$ cat src/rtl/dregc_pkg.sv
/*
  Shared constants and carrier types for the dual regulator control bank.
  Assumes a byte-wide register port driven by the serial interface logic
  on the same clock, and an nvm loader that pulses once after reading.
*/
// Contract
// - mode bit 3 of control byte: 0 automatic pfm/pwm, 1 forced pwm.
// - bit 2 connects discharge path while regulator is off; resets to one.
// - bit 1 set: regulator runs only when enable bit and enable pin both high.
// - bit 0 turns regulator off when 0, on when 1, subject to pin gating.
// - current-limit code in bits 5:3, 1.5 A to 4.0 A, codes 6-7 reserved.
// - new current-limit code applies at once, even while regulator runs.
// - ramp code in bits 2:0, same rate both directions, codes 0-1 reserved.
// - identity byte: read-only part code in 7:6, read-only reserved 5:0.
// - offset one: read-only eight-bit nvm content version code.
// - nvm-dependent bits are loaded from nvm before normal operation.
// - all control registers read and written over the serial interface.
package dregc_pkg;

  // ----------------------------------------------------------------
  // register offsets
  // ----------------------------------------------------------------
  localparam logic [7:0] OFS_DEVICE_IDENTITY  = 8'h00;
  localparam logic [7:0] OFS_OTP_VERSION      = 8'h01;
  localparam logic [7:0] OFS_REG0_CONTROL     = 8'h02;
  localparam logic [7:0] OFS_REG0_LIMIT_SLEW  = 8'h03;
  localparam logic [7:0] OFS_REG1_CONTROL     = 8'h04;
  localparam logic [7:0] OFS_REG1_LIMIT_SLEW  = 8'h05;
  localparam logic [7:0] OFS_TOP_MASK_A       = 8'h20;
  localparam logic [7:0] OFS_TOP_MASK_B       = 8'h21;
  localparam logic [7:0] OFS_REG_MASK         = 8'h22;
  localparam logic [7:0] OFS_LOAD_SELECT      = 8'h24;
  localparam logic [7:0] OFS_LOAD_HIGH        = 8'h25;
  localparam logic [7:0] OFS_LOAD_LOW         = 8'h26;

  // ----------------------------------------------------------------
  // field positions
  // ----------------------------------------------------------------
  localparam int BIT_ON        = 0;
  localparam int BIT_PIN_GATE  = 1;
  localparam int BIT_DISCHARGE = 2;
  localparam int BIT_FORCE_PWM = 3;
  localparam int LIM_LSB       = 3;
  localparam int RAMP_LSB      = 0;
  localparam int CODE_W        = 3;

  // writable bits of the mask and select registers, others read zero
  localparam logic [7:0] TOP_MASK_A_BITS = 8'h95;
  localparam logic [7:0] TOP_MASK_B_BITS = 8'h01;
  localparam logic [7:0] REG_MASK_BITS   = 8'hDD;
  localparam logic [7:0] LOAD_SEL_BITS   = 8'h01;

  // ----------------------------------------------------------------
  // reset values
  // ----------------------------------------------------------------
  localparam logic [7:0] RST_CONTROL    = 8'h04;
  localparam logic [7:0] RST_LIMIT_SLEW = 8'h00;
  localparam logic [7:0] RST_ZERO       = 8'h00;
  localparam logic [5:0] IDENT_LOW_BITS = 6'h02;

  // nvm image for one regulator: nvm-dependent control fields
  typedef struct packed {
    logic              force_pwm;
    logic              pin_gating;
    logic              regulator_on;
    logic [CODE_W-1:0] current_limit_code;
    logic [CODE_W-1:0] ramp_code;
  } dregc_nvm_ch_t;

  // whole nvm image delivered by the loader
  typedef struct packed {
    logic [1:0]       part_code;
    logic [7:0]       nvm_version_code;
    dregc_nvm_ch_t [1:0] ch;
  } dregc_nvm_t;

  // settings handed to one regulator's analog control
  typedef struct packed {
    logic              run;
    logic              discharge;
    logic              force_pwm;
    logic [CODE_W-1:0] current_limit_code;
    logic [CODE_W-1:0] ramp_code;
  } dregc_ch_out_t;

endpackage

$ cat src/rtl/dregc_chan.sv
/*
  One regulator's control decode: turns its two control bytes and the
  synchronised enable pin into registered run, discharge and mode lines.
  Assumes both bytes and the pin level are already on this clock.
*/
module dregc_chan (
  input  wire logic                    clk,
  input  wire logic                    rst_n,
  input  wire logic [7:0]              control,
  input  wire logic [7:0]              limit_slew,
  input  wire logic                    en_pin,
  output dregc_pkg::dregc_ch_out_t     settings
);

  dregc_pkg::dregc_ch_out_t out_reg;
  dregc_pkg::dregc_ch_out_t out_next;
  logic                     run_now;

  // ----------------------------------------------------------------
  // decode, recomputed every cycle so limit changes land while running
  // ----------------------------------------------------------------
  always_comb begin
    run_now = control[dregc_pkg::BIT_ON] &
              (~control[dregc_pkg::BIT_PIN_GATE] | en_pin);
    out_next.run       = run_now;
    out_next.discharge = control[dregc_pkg::BIT_DISCHARGE] & ~run_now;
    out_next.force_pwm = control[dregc_pkg::BIT_FORCE_PWM];
    out_next.current_limit_code =
      limit_slew[dregc_pkg::LIM_LSB +: dregc_pkg::CODE_W];
    out_next.ramp_code = limit_slew[dregc_pkg::RAMP_LSB +: dregc_pkg::CODE_W];
  end

  // safe state under reset: off, discharge path connected
  always_ff @(posedge clk) begin
    if (!rst_n) begin
      out_reg <= '{run: 1'b0, discharge: 1'b1, force_pwm: 1'b0,
                   current_limit_code: '0, ramp_code: '0};
    end else begin
      out_reg <= out_next;
    end
  end

  assign settings = out_reg;

endmodule

$ cat src/rtl/dregc_regs.sv
/*
  Control and status register bank of the dual step-down regulator.
  Assumes the serial interface logic presents byte accesses on this clock
  (one-cycle read and write strobes), an nvm loader pulse on this clock,
  load-current readings on this clock, and an asynchronous enable pin.
  Readings are nine to sixteen bits wide; the byte pair shows the low nine,
  so a wider reading loses its top bits when the host reads it.
*/
module dregc_regs #(
  parameter int ILOAD_W = 9
) (
  input  wire logic                          CLK_SYS,
  input  wire logic                          RSTN,
  input  wire logic [7:0]                    REG_ADDR,
  input  wire logic                          REG_WR,
  input  wire logic [7:0]                    REG_WDATA,
  input  wire logic                          REG_RD,
  output logic [7:0]                         REG_RDATA,
  input  wire logic                          NVM_LOAD,
  input  wire dregc_pkg::dregc_nvm_t         NVM_IMAGE,
  input  wire logic                          EN_PIN,
  input  wire logic [ILOAD_W-1:0]            LOAD_CURRENT_CH0,
  input  wire logic [ILOAD_W-1:0]            LOAD_CURRENT_CH1,
  output dregc_pkg::dregc_ch_out_t [1:0]     CH_SETTINGS,
  output logic [7:0]                         TOP_MASK_A,
  output logic [7:0]                         TOP_MASK_B,
  output logic [7:0]                         REG_MASK,
  output logic                               LOAD_SELECT
);

  // ----------------------------------------------------------------
  // elaboration check
  // ----------------------------------------------------------------
  // the byte pair needs nine bits; beyond sixteen the select mux only grows
  // and nothing reads the extra bits
  if (ILOAD_W < 9 || ILOAD_W > 16) begin : g_bad_width
    $error("load current width must be 9 to 16 bits");
  end

  // ----------------------------------------------------------------
  // state
  // ----------------------------------------------------------------
  logic [1:0]       part_code_reg,     part_code_next;
  logic [7:0]       nvm_version_reg,   nvm_version_next;
  // reserved control bits are stored as written; the host is trusted to write zeros
  logic [7:0]       control_reg [2],   control_next [2];
  logic [7:0]       limit_slew_reg [2], limit_slew_next [2];
  logic [7:0]       mask_a_reg,        mask_a_next;
  logic [7:0]       mask_b_reg,        mask_b_next;
  logic [7:0]       reg_mask_reg,      reg_mask_next;
  logic             load_sel_reg,      load_sel_next;
  logic [7:0]       rdata_reg,         rdata_next;
  logic             en_meta_reg,       en_sync_reg;
  logic [ILOAD_W-1:0] load_pick;

  // bit-wise merge of nvm fields into a control byte, used per channel
  function automatic logic [7:0] nvm_control(input logic [7:0] cur,
                                             input dregc_pkg::dregc_nvm_ch_t n);
    logic [7:0] v;
    v = cur;
    // discharge and reserved bits are not nvm-dependent and keep their value
    v[dregc_pkg::BIT_FORCE_PWM] = n.force_pwm;
    v[dregc_pkg::BIT_PIN_GATE]  = n.pin_gating;
    v[dregc_pkg::BIT_ON]        = n.regulator_on;
    return v;
  endfunction

  function automatic logic [7:0] nvm_limit(input logic [7:0] cur,
                                           input dregc_pkg::dregc_nvm_ch_t n);
    logic [7:0] v;
    v = cur;
    // reserved bits 7:6 are left as they stand
    v[dregc_pkg::LIM_LSB +: dregc_pkg::CODE_W]  = n.current_limit_code;
    v[dregc_pkg::RAMP_LSB +: dregc_pkg::CODE_W] = n.ramp_code;
    return v;
  endfunction

  // ----------------------------------------------------------------
  // enable pin synchroniser: second stage is the only reader of the first
  // ----------------------------------------------------------------
  // both stages clear in reset so a pin-gated regulator starts off
  always_ff @(posedge CLK_SYS) begin
    if (!RSTN) begin
      en_meta_reg <= 1'b0;
      en_sync_reg <= 1'b0;
    end else begin
      en_meta_reg <= EN_PIN;
      en_sync_reg <= en_meta_reg;
    end
  end

  // ----------------------------------------------------------------
  // register next values: nvm load first, then a host write on top
  // ----------------------------------------------------------------
  always_comb begin
    part_code_next   = part_code_reg;
    nvm_version_next = nvm_version_reg;
    control_next     = control_reg;
    limit_slew_next  = limit_slew_reg;
    mask_a_next      = mask_a_reg;
    mask_b_next      = mask_b_reg;
    reg_mask_next    = reg_mask_reg;
    load_sel_next    = load_sel_reg;
    // nvm-dependent fields only; reserved and discharge bits keep their value
    if (NVM_LOAD) begin
      part_code_next   = NVM_IMAGE.part_code;
      nvm_version_next = NVM_IMAGE.nvm_version_code;
      for (int c = 0; c < 2; c++) begin
        control_next[c]    = nvm_control(control_reg[c], NVM_IMAGE.ch[c]);
        limit_slew_next[c] = nvm_limit(limit_slew_reg[c], NVM_IMAGE.ch[c]);
      end
    end
    // a write in the load cycle is applied last, so the host value wins
    // identity and version are not writable; unmapped writes are dropped
    if (REG_WR) begin
      unique case (REG_ADDR)
        dregc_pkg::OFS_REG0_CONTROL:    control_next[0]    = REG_WDATA;
        dregc_pkg::OFS_REG0_LIMIT_SLEW: limit_slew_next[0] = REG_WDATA;
        dregc_pkg::OFS_REG1_CONTROL:    control_next[1]    = REG_WDATA;
        dregc_pkg::OFS_REG1_LIMIT_SLEW: limit_slew_next[1] = REG_WDATA;
        // masks keep only their field bits, the rest read zero
        dregc_pkg::OFS_TOP_MASK_A:      mask_a_next   = REG_WDATA & dregc_pkg::TOP_MASK_A_BITS;
        dregc_pkg::OFS_TOP_MASK_B:      mask_b_next   = REG_WDATA & dregc_pkg::TOP_MASK_B_BITS;
        dregc_pkg::OFS_REG_MASK:        reg_mask_next = REG_WDATA & dregc_pkg::REG_MASK_BITS;
        dregc_pkg::OFS_LOAD_SELECT:     load_sel_next = |(REG_WDATA & dregc_pkg::LOAD_SEL_BITS);
        default: ;
      endcase
    end
  end

  // ----------------------------------------------------------------
  // read data, registered one cycle after the strobe, held otherwise
  // ----------------------------------------------------------------
  // readings are live, so the host reads the high byte and then the low byte
  always_comb begin
    load_pick  = load_sel_reg ? LOAD_CURRENT_CH1 : LOAD_CURRENT_CH0;
    rdata_next = rdata_reg;
    if (REG_RD) begin
      unique case (REG_ADDR)
        dregc_pkg::OFS_DEVICE_IDENTITY:
          rdata_next = {part_code_reg, dregc_pkg::IDENT_LOW_BITS};
        dregc_pkg::OFS_OTP_VERSION:     rdata_next = nvm_version_reg;
        dregc_pkg::OFS_REG0_CONTROL:    rdata_next = control_reg[0];
        dregc_pkg::OFS_REG0_LIMIT_SLEW: rdata_next = limit_slew_reg[0];
        dregc_pkg::OFS_REG1_CONTROL:    rdata_next = control_reg[1];
        dregc_pkg::OFS_REG1_LIMIT_SLEW: rdata_next = limit_slew_reg[1];
        dregc_pkg::OFS_TOP_MASK_A:      rdata_next = mask_a_reg;
        dregc_pkg::OFS_TOP_MASK_B:      rdata_next = mask_b_reg;
        dregc_pkg::OFS_REG_MASK:        rdata_next = reg_mask_reg;
        dregc_pkg::OFS_LOAD_SELECT:     rdata_next = {7'h00, load_sel_reg};
        dregc_pkg::OFS_LOAD_HIGH:       rdata_next = {7'h00, load_pick[8]};
        dregc_pkg::OFS_LOAD_LOW:        rdata_next = load_pick[7:0];
        // a probe of an unmapped offset sees zero, never stale data
        default:                        rdata_next = dregc_pkg::RST_ZERO;
      endcase
    end
  end

  // ----------------------------------------------------------------
  // registers; nvm-dependent bits start at zero until the loader runs
  // ----------------------------------------------------------------
  always_ff @(posedge CLK_SYS) begin
    if (!RSTN) begin
      part_code_reg   <= 2'h0;
      nvm_version_reg <= dregc_pkg::RST_ZERO;
      // control bytes come up with only the discharge bit set
      for (int c = 0; c < 2; c++) begin
        control_reg[c]    <= dregc_pkg::RST_CONTROL;
        limit_slew_reg[c] <= dregc_pkg::RST_LIMIT_SLEW;
      end
      mask_a_reg   <= dregc_pkg::RST_ZERO;
      mask_b_reg   <= dregc_pkg::RST_ZERO;
      reg_mask_reg <= dregc_pkg::RST_ZERO;
      load_sel_reg <= 1'b0;
    end else begin
      part_code_reg   <= part_code_next;
      nvm_version_reg <= nvm_version_next;
      control_reg     <= control_next;
      limit_slew_reg  <= limit_slew_next;
      mask_a_reg      <= mask_a_next;
      mask_b_reg      <= mask_b_next;
      reg_mask_reg    <= reg_mask_next;
      load_sel_reg    <= load_sel_next;
    end
  end

  // ----------------------------------------------------------------
  // read data register, apart from the bank so its group has one pair
  // ----------------------------------------------------------------
  // the read port resets to zero so a host never sees leftover data after reset
  always_ff @(posedge CLK_SYS) begin
    if (!RSTN) begin
      rdata_reg <= dregc_pkg::RST_ZERO;
    end else begin
      rdata_reg <= rdata_next;
    end
  end

  // ----------------------------------------------------------------
  // per-regulator decode
  // ----------------------------------------------------------------
  // the channel register adds one edge between a control byte and its output
  for (genvar c = 0; c < 2; c++) begin : g_ch
    dregc_chan u_chan (
      .clk        (CLK_SYS),
      .rst_n      (RSTN),
      .control    (control_reg[c]),
      .limit_slew (limit_slew_reg[c]),
      .en_pin     (en_sync_reg),
      .settings   (CH_SETTINGS[c])
    );
  end

  // ----------------------------------------------------------------
  // outputs, each straight from a register
  // ----------------------------------------------------------------
  // masks and select leave as stored; the interrupt logic reads them there
  assign REG_RDATA   = rdata_reg;
  assign TOP_MASK_A  = mask_a_reg;
  assign TOP_MASK_B  = mask_b_reg;
  assign REG_MASK    = reg_mask_reg;
  assign LOAD_SELECT = load_sel_reg;

endmodule

$ cat config.mk
export PLATFORM = sky130hd
export DESIGN_NAME = dregc_regs
export DESIGN_NICKNAME = d
export VERILOG_FILES = /design/src/rtl/dregc_pkg.sv /design/src/rtl/dregc_chan.sv /design/src/rtl/dregc_regs.sv
export SDC_FILE = /design/constraint.sdc
export NUM_CORES = 1
export LEC_CHECK = 0
export ABC_AREA = 1
export BUFFER_PORTS_ARGS = -buffer_cell sky130_fd_sc_hd__buf_2
export CAP_MARGIN = 25
export CORE_MARGIN = 10
export CORE_UTILIZATION = 47
export DETAILED_ROUTE_END_ITERATION = 7
export PLACE_DENSITY_LB_ADDON = 0.3
export REMOVE_ABC_BUFFERS = 1
export SYNTH_ARGS = -nofsm -noshare
export SYNTH_HDL_FRONTEND = slang
export SYNTH_HIERARCHICAL = 1
export SYNTH_SLANG_ARGS = --single-unit
$ cat constraint.sdc
create_clock -name CLK_SYS -period 1.3 [get_ports CLK_SYS]
set_input_delay 0.26 -clock CLK_SYS [delete_from_list [all_inputs] [get_ports CLK_SYS]]
set_output_delay 0.26 -clock CLK_SYS [all_outputs]
set_load 0.02 [all_outputs]
======== Word-level counts from Yosys, hierarchy flattened ========
Index checks and enable logic that the tools add are counted.
operators by class
  eq/ne operators ......................... 11
  mux-type cells .......................... 10
  bitwise logic cells ..................... 10
  reductions and logical operators ........ 5
operators by type and width
  kind                                                                    number
  8-bit one-hot mux with 12 select lines                                  1
  8-bit by 6-bit equality test with 1-bit output (second input constant)  6
  16-bit 2-to-1 mux                                                       2
  8-bit 2-to-1 mux                                                        4
  8-bit by 2-bit equality test with 1-bit output (second input constant)  2
  8-bit by 3-bit equality test with 1-bit output (second input constant)  2
  14-bit 2-to-1 mux                                                       1
  12-bit 2-to-1 mux                                                       1
  9-bit 2-to-1 mux                                                        1
  8-bit by 1-bit equality test with 1-bit output (second input constant)  1
  8-bit logical NOT                                                       1
  2-bit AND reduction                                                     4
  1-bit bitwise AND                                                       4
  1-bit NOT                                                               4
  1-bit bitwise OR                                                        2
word-level totals
  bits in registers ....................... 82
  input port bits ......................... 68
  output and inout bits ................... 51
  logic and storage cells ................. 59

======== Longest topological paths before layout ========
Gate-level depths: netlist of run 1.
  depth after elaboration ................. 5
  gate-level depth with buffers ........... 11
  mapped depth without buffers ............ 11

======== Cells and area by module ========
Netlist of run 1, hierarchy kept.
modules (own cells, without submodules)
  module      times used  cells an instance  area each (µm²)  sequential area each (µm²)
  dregc_regs  1           497                3454.6           1281.2
  dregc_chan  2           32                 291.5            180.2

======== Worst setup path after synthesis of run 1 ========
No wires, ideal clock.
  path type ............................... reg-to-reg
  start point ............................. register load_sel_reg, in the netlist LOAD_SELECT
  end point ............................... register rdata_reg[2], in the netlist REG_RDATA[2]
  library setup time ...................... 0.132 ns
  arrival time ............................ 1.183 ns
  required time ........................... 1.168 ns
  slack ................................... -0.016 ns
  cell stages (with the launch flop) ...... 10
  clock period less this slack ............ 1.316 ns
  cell sequence ........................... dfxtp_1 > clkinv_1 > nand2_1 > nand2_1 > nand3_1 > o21ai_0 > nor2_1 > nand2_1 > nand2_1 > a21oi_1
on the way
  word-level cells in the longest chain between the ends .. 2
RTL lines
  item                                    RTL line           text
  from (decl)                             dregc_regs.sv:51   logic load_sel_reg, load_sel_next;
  from (signal assigned)                  dregc_regs.sv:183  load_sel_reg <= load_sel_next;
  9-bit 2-to-1 mux                        dregc_regs.sv:136  load_pick = load_sel_reg ? LOAD_CURRENT_CH1 : LOAD_CURRENT_CH0;
  8-bit one-hot mux with 12 select lines  dregc_regs.sv:139  unique case (REG_ADDR)
  to (signal assigned)                    dregc_regs.sv:193  rdata_reg <= dregc_pkg::RST_ZERO;
  to (signal assigned)                    dregc_regs.sv:195  rdata_reg <= rdata_next;
  to (decl)                               dregc_regs.sv:52   logic [7:0] rdata_reg, rdata_next;
Every way passes these cells.
A chain may end at the register's enable or synchronous reset.

======== Worst setup path after layout of run 1 ========
  start point ............................. register load_sel_reg, in the netlist LOAD_SELECT
  end point ............................... output port LOAD_SELECT
RTL lines
  item       RTL line          text
  to (decl)  dregc_regs.sv:28  output logic LOAD_SELECT
No word-level cell between the ends.

==> results of run 1 <==
==> routing by layer <==
metal  track usage, %  share of wire, %  vias up
li1                 -                 -     2012
met1             24.7                45     1752
met2             29.3                45      155
met3             5.64               8.6       14
met4             5.41               1.7        0
met5                0                 0        -
==> power groups by stage <==
| stage | combinational, µW | clock (µW) | sequential [µW] |
|---|---|---|---|
| 2_1_floorplan | 266 | 0 | 2700 |
| 3_3_place_gp | 587 | 0 | 2690 |
| 3_5_place_dp | 595 | 0 | 2690 |
| 4_1_cts | 599 | 1800 | 2640 |
| 5_1_grt | 664 | 1910 | 2640 |
| 6_report | 602 | 1770 | 2630 |
==> cell usage after synthesis (2+ instances only) <==
library cell / count / area (µm²)
a21oi_1: 36 / 180
a21oi_2: 4 / 35.0
a311oi_1: 9 / 78.8
buf_2: 4 / 20.0
buf_4: 14 / 105
buf_6: 5 / 56.3
clkbuf_1: 10 / 37.5
clkinv_1: 2 / 7.51
dfxtp_1: 82 / 1640
inv_1: 46 / 173
inv_2: 17 / 63.8
inv_4: 2 / 12.5
nand2_1: 131 / 492
nand2_2: 8 / 50.1
nand2_4: 11 / 124
nand3_1: 37 / 185
nor2_1: 63 / 236
nor2_4: 7 / 78.8
nor2_8: 6 / 120
o211ai_1: 2 / 15.0
o21ai_0: 51 / 255
o21ai_1: 11 / 55.1
==> area by class of cell <==
class	instances	area, µm²
Clock buffer	10	128
Clock inverter	5	53.8
Fill cell	782	3290
Inverter	67	262
Multi-Input combinational cell	391	1970
Sequential cell	82	1650
Tap cell	105	131
Timing Repair Buffer	132	820
==> critical path: cells and delay by family, from the launching register on <==
kind | cells | cell delay [ps]
flip-flops | 1 | 370
buffers and inverters | 2 | 280
==> worst max path at each step <==
stage / slack, ps / to / cells after the start
2_1_floorplan: -230 / REG_RDATA[2] / 9
3_3_place_gp: -200 / REG_RDATA[1] / 11
3_5_place_dp: -210 / REG_RDATA[1] / 11
4_1_cts: 8 / LOAD_SELECT / 2
5_1_grt: -20 / REG_RDATA[0] / 9
6_report: 50 / LOAD_SELECT / 2
==> through the flow <==
step	power, µW	setup TNS, ps
floorplan	2970	-1780
global route	5220	-64.8
detailed placement	3290	-5040
global placement	3280	-4080
CTS	5040	0
finish	5010	0
==> kinds of logic after synthesis <==
logic type / Yosys count
flip-flops: 82
AO/OA/AOI/OAI: 113
buffers and inverters: 100
other: 1
AND/OR/NAND/NOR: 265
==> repair_timing <==
item,in CTS,in global routing
setup endpoints to repair,7,8
resized for setup,2,8
setup buffers,0,0
pin swaps,0,4
cloned,0,1
==> flow_metrics.tcl, run 1 <==
set metrics [dict create \
    min_from "EN_PIN" \
    grt_util_all_layers_pct 18.9 \
    synth-adder-area-share_pct 0 \
    cpPeakStageDelay_ps 370 \
    largest_register_ffs 18 \
    ctsHoldBuffers 0 \
    finalSetupViolations 0 \
    finalNetCount 751 \
    finalWorstSetupSlack_ps 53.2 \
    final_common_cell "nand2_1" \
    peakVddDrop_v 0.000645 \
    power_frac_comb_pct 12.0 \
    via_count 3933 \
    grt_max_degree 44 \
    gp_congestion 0.973 \
    hp-class "in -> reg" \
    syn_to_final_growth_pct 24.1 \
    mostFrequentLayoutCells "nand2_1 (131), buf_2 (105), dfxtp_1 (81), nor2_1 (62), o21ai_0 (50)" \
    stdcell_area_um2 5010 \
    cp_max_fo 6 \
    p_sw_share_pct 26.4 \
    crit_slowest_cell "dfxtp_4" \
    io_buffer_count 105 \
    layout-drive-gt1-share_pct 30.0 \
    synthFlopType "dfxtp_1" \
    endpoint_kind "output port" \
    finish.utilization_pct 60.4 \
    antenna_left 0 \
    r2r_slack_ps 80 \
    dieArea_um2 12700 \
    holdPathEnd "en_meta_reg" \
    ys_seq_area_share_pct 40.7 \
    die_y_um 113 \
    critPathKind "reg -> out" \
    timing.hold.ws_ps 96.7 \
    clockPowerShare_pct 35.4 \
    wire_per_inst_um 15.4 \
    clock-root-buffer "clkbuf_8" \
    crit_arrival_ps 990 \
    grt_pass1_vias 3935 \
    drv_cap 0 \
    seqPwrFrac_pct 52.6 \
    fmax_ghz 0.802 \
    netlist_area_um2 4040 \
    finalCritPeriodShare_pct 95.9 \
    synth_cell_type_count 25 \
    placed_cells 776 \
    cts_tree "built" \
    num_antenna_cells 0 \
    start_kind "flop" \
    synthSimpleGateAreaFrac_pct 32.1 \
    core_area_um2 8300 \
    numCtsBuffers 9 \
    fin_cells 792 \
    antenna_found_initial 0 \
    yosys_warnings 6 \
    grt_setup_unrepaired "yes" \
    ys_async_sr_fraction_pct 0 \
    final_hold_viol_count 0 \
    p_per_area_nw_per_um2 999 \
    synth_xor_area_share_pct 0 \
    row_count 33 \
    syn_area_per_cell_um2 7.20 \
    worstRegToRegCells 9 \
    status "finished, final reports clean" \
    dr.pass1.iters 5 \
    die_w_um 113 \
    io_pins 119 \
    clk_path_buf_depth 2 \
    crit_start "LOAD_SELECT" \
    ys_ff_latch 82 \
    synth-compound-area-share_pct 15.3 \
    grt_overflow 0 \
    r2r-end "REG_RDATA[3]" \
    drt_iter0_markers 294 \
    start_util_pct 48.7 \
    grt_pass1_wl_um 19800 \
    rr_startpoint "LOAD_SELECT" \
    maxSlewViolCount 0 \
    hpwl_um 9640 \
    pre_cts_slack_ps -212 \
    dpl_cell_area_um2 4800 \
    p_leak_uw 0.00266 \
    postSynthCellCount 561 \
    net-switching-power_uw 1320 \
    skew_ps 5.11 \
    muxShareOfSynthArea_pct 0 \
    drc 0 \
    whs_path_depth 3 \
    crit_chain "buf_6 > buf_4" \
    via_per_inst 4.97 \
    synth_top_family_by_area "simple AND/OR/NAND/NOR gates" \
    htreeDepth 3 \
    cts_sinks 82 \
    internal-power_uw 3680 \
    cts.reportedPaths.clkPinSlew_ps 80 \
    finalCriticalPeriod_ps 1250 \
    synth_edf_count 0 \
    worstPathRequired_ps 1040 \
    clk_latency_ps 350 \
    drt_wl_total_um 12200 \
]
Power figures use the tool's default switching activity.
==> run 2, diff against run 1 <==
- PLACE_DENSITY_LB_ADDON: 0.3 -> 0.1
==> flow_metrics.tcl, run 2 (synthesized netlist as in run 1, its figures left out) <==
set metrics [dict create \
    worstRegToRegCells 9 \
    die_w_um 113 \
    crit_arrival_ps 1000 \
    stdcell_area_um2 5010 \
    seqPwrFrac_pct 50.7 \
    drv_cap 0 \
    finalCritPeriodShare_pct 97.1 \
    cts.reportedPaths.clkPinSlew_ps 90 \
    numCtsBuffers 9 \
    cp_top_family "flip-flops" \
    p_per_area_nw_per_um2 1030 \
    peakVddDrop_v 0.000567 \
    grt_pass1_vias 3818 \
    drt_wl_total_um 12200 \
    cp_num_buf_inv 2 \
    num_antenna_cells 0 \
    dieArea_um2 12700 \
    whs_path_depth 3 \
    core_area_um2 8300 \
    timing.hold.ws_ps 83.8 \
    drt_iter0_markers 245 \
    gp_congestion 0.859 \
    finalSetupTns_ps 0 \
    io_buffer_count 105 \
    p_leak_uw 0.00266 \
    hp-class "in -> reg" \
    maxSlewViolCount 0 \
    antenna_left 0 \
    grt_max_degree 35 \
    fmax_ghz 0.792 \
    holdPathEnd "en_meta_reg" \
    finalNetCount 751 \
    clk_path_buf_depth 2 \
    grt_pass1_wl_um 19600 \
    clock-root-buffer "clkbuf_8" \
    layout-drive-gt1-share_pct 30.2 \
    htreeDepth 3 \
    p_sw_share_pct 27.5 \
    cp_max_fo 6 \
    final_hold_viol_count 0 \
    mostFrequentLayoutCells "nand2_1 (131), buf_2 (105), dfxtp_1 (81), nor2_1 (63), o21ai_0 (50)" \
    antenna_found_initial 0 \
    finalCriticalPeriod_ps 1260 \
    endpoint_kind "output port" \
    row_count 33 \
    r2r-end "REG_RDATA[1]" \
    cts_sinks 82 \
    status "finished, final reports clean" \
    net-switching-power_uw 1430 \
    clk_latency_ps 360 \
    internal-power_uw 3760 \
    report.power.total_uw 5190 \
    crit_chain "buf_6 > buf_4" \
    via_count 3872 \
    grt_setup_unrepaired "no" \
    io_pins 119 \
    clockPowerShare_pct 37.8 \
    hpwl_um 9560 \
    start_util_pct 48.7 \
    via_per_inst 4.88 \
    finalSetupViolations 0 \
    final_common_cell "nand2_1" \
    worstPathRequired_ps 1040 \
    power_frac_comb_pct 11.5 \
    crit_slowest_cell "dfxtp_4" \
    skew_ps 6.97 \
    syn_to_final_growth_pct 24.2 \
    cts_tree "built" \
    start_kind "flop" \
    dpl_cell_area_um2 4780 \
    die_y_um 113 \
    r2r_slack_ps 100 \
    wire_per_inst_um 15.4 \
    dr.pass1.iters 7 \
    min_from "EN_PIN" \
    cpPeakStageDelay_ps 370 \
    largest_register_ffs 18 \
    finalWorstSetupSlack_ps 37.9 \
    pre_cts_slack_ps -248 \
    rr_startpoint "LOAD_SELECT" \
    grt_overflow 0 \
    grt_util_all_layers_pct 18.7 \
    drc 0 \
    critPathKind "reg -> out" \
]
## run 2: how the worst max path moves through the flow
stage | depth (start not counted) | start | end | slack [ps]
2_1_floorplan | 9 | LOAD_SELECT | REG_RDATA[2] | -230
3_3_place_gp | 11 | REG_ADDR[6] | REG_RDATA[2] | -230
3_5_place_dp | 10 | REG_ADDR[6] | REG_RDATA[1] | -250
4_1_cts | 2 | LOAD_SELECT | LOAD_SELECT | 30
5_1_grt | 10 | REG_ADDR[6] | REG_RDATA[1] | 2
6_report | 2 | LOAD_SELECT | LOAD_SELECT | 40
## run 2: layout make-up
type,instances,area [µm²]
clock buffers,10,138
multi-input cells,391,1970
inverters,67,259
well taps,105,131
fillers,825,3280
clock inverters,6,72.6
flip-flops and latches,82,1650
repair buffers,132,795
## run 2: repair_timing
action,in CTS,in global routing
hold buffers,0,0
buffers inserted,0,0
resized for setup,4,5
cloned,0,1
setup endpoints to repair,5,2
## run 2: power groups by stage
stage	clock network (µW)	logic (µW)	registers, µW
3_5_place_dp	0	592	2690
2_1_floorplan	0	266	2700
3_3_place_gp	0	586	2690
4_1_cts	2010	595	2630
5_1_grt	2100	653	2640
6_report	1960	594	2630
## run 2: worst min-delay path: stages
cell and delay, ps:
buf_2 70, nand2_1 40, inv_1 40
## run 2: per-stage QoR
| step | cells | utilization [%] |
|---|---|---|
| final | 793 | 60.4 |
| after global routing | 793 | 60.4 |
| after CTS | 792 | 60.2 |
| after detailed placement | 776 | 57.6 |
| after global placement | 776 | 57.6 |
| after floorplan | 540 | - |
## run 2: routing by layer
| metal | share of wire (%) | GRT usage (%) |
|---|---|---|
| met1 | 46 | 24.7 |
| met2 | 46 | 29.9 |
| met3 | 6.9 | 4.15 |
| met4 | 0.71 | 5.41 |
| met5 | 0 | 0 |
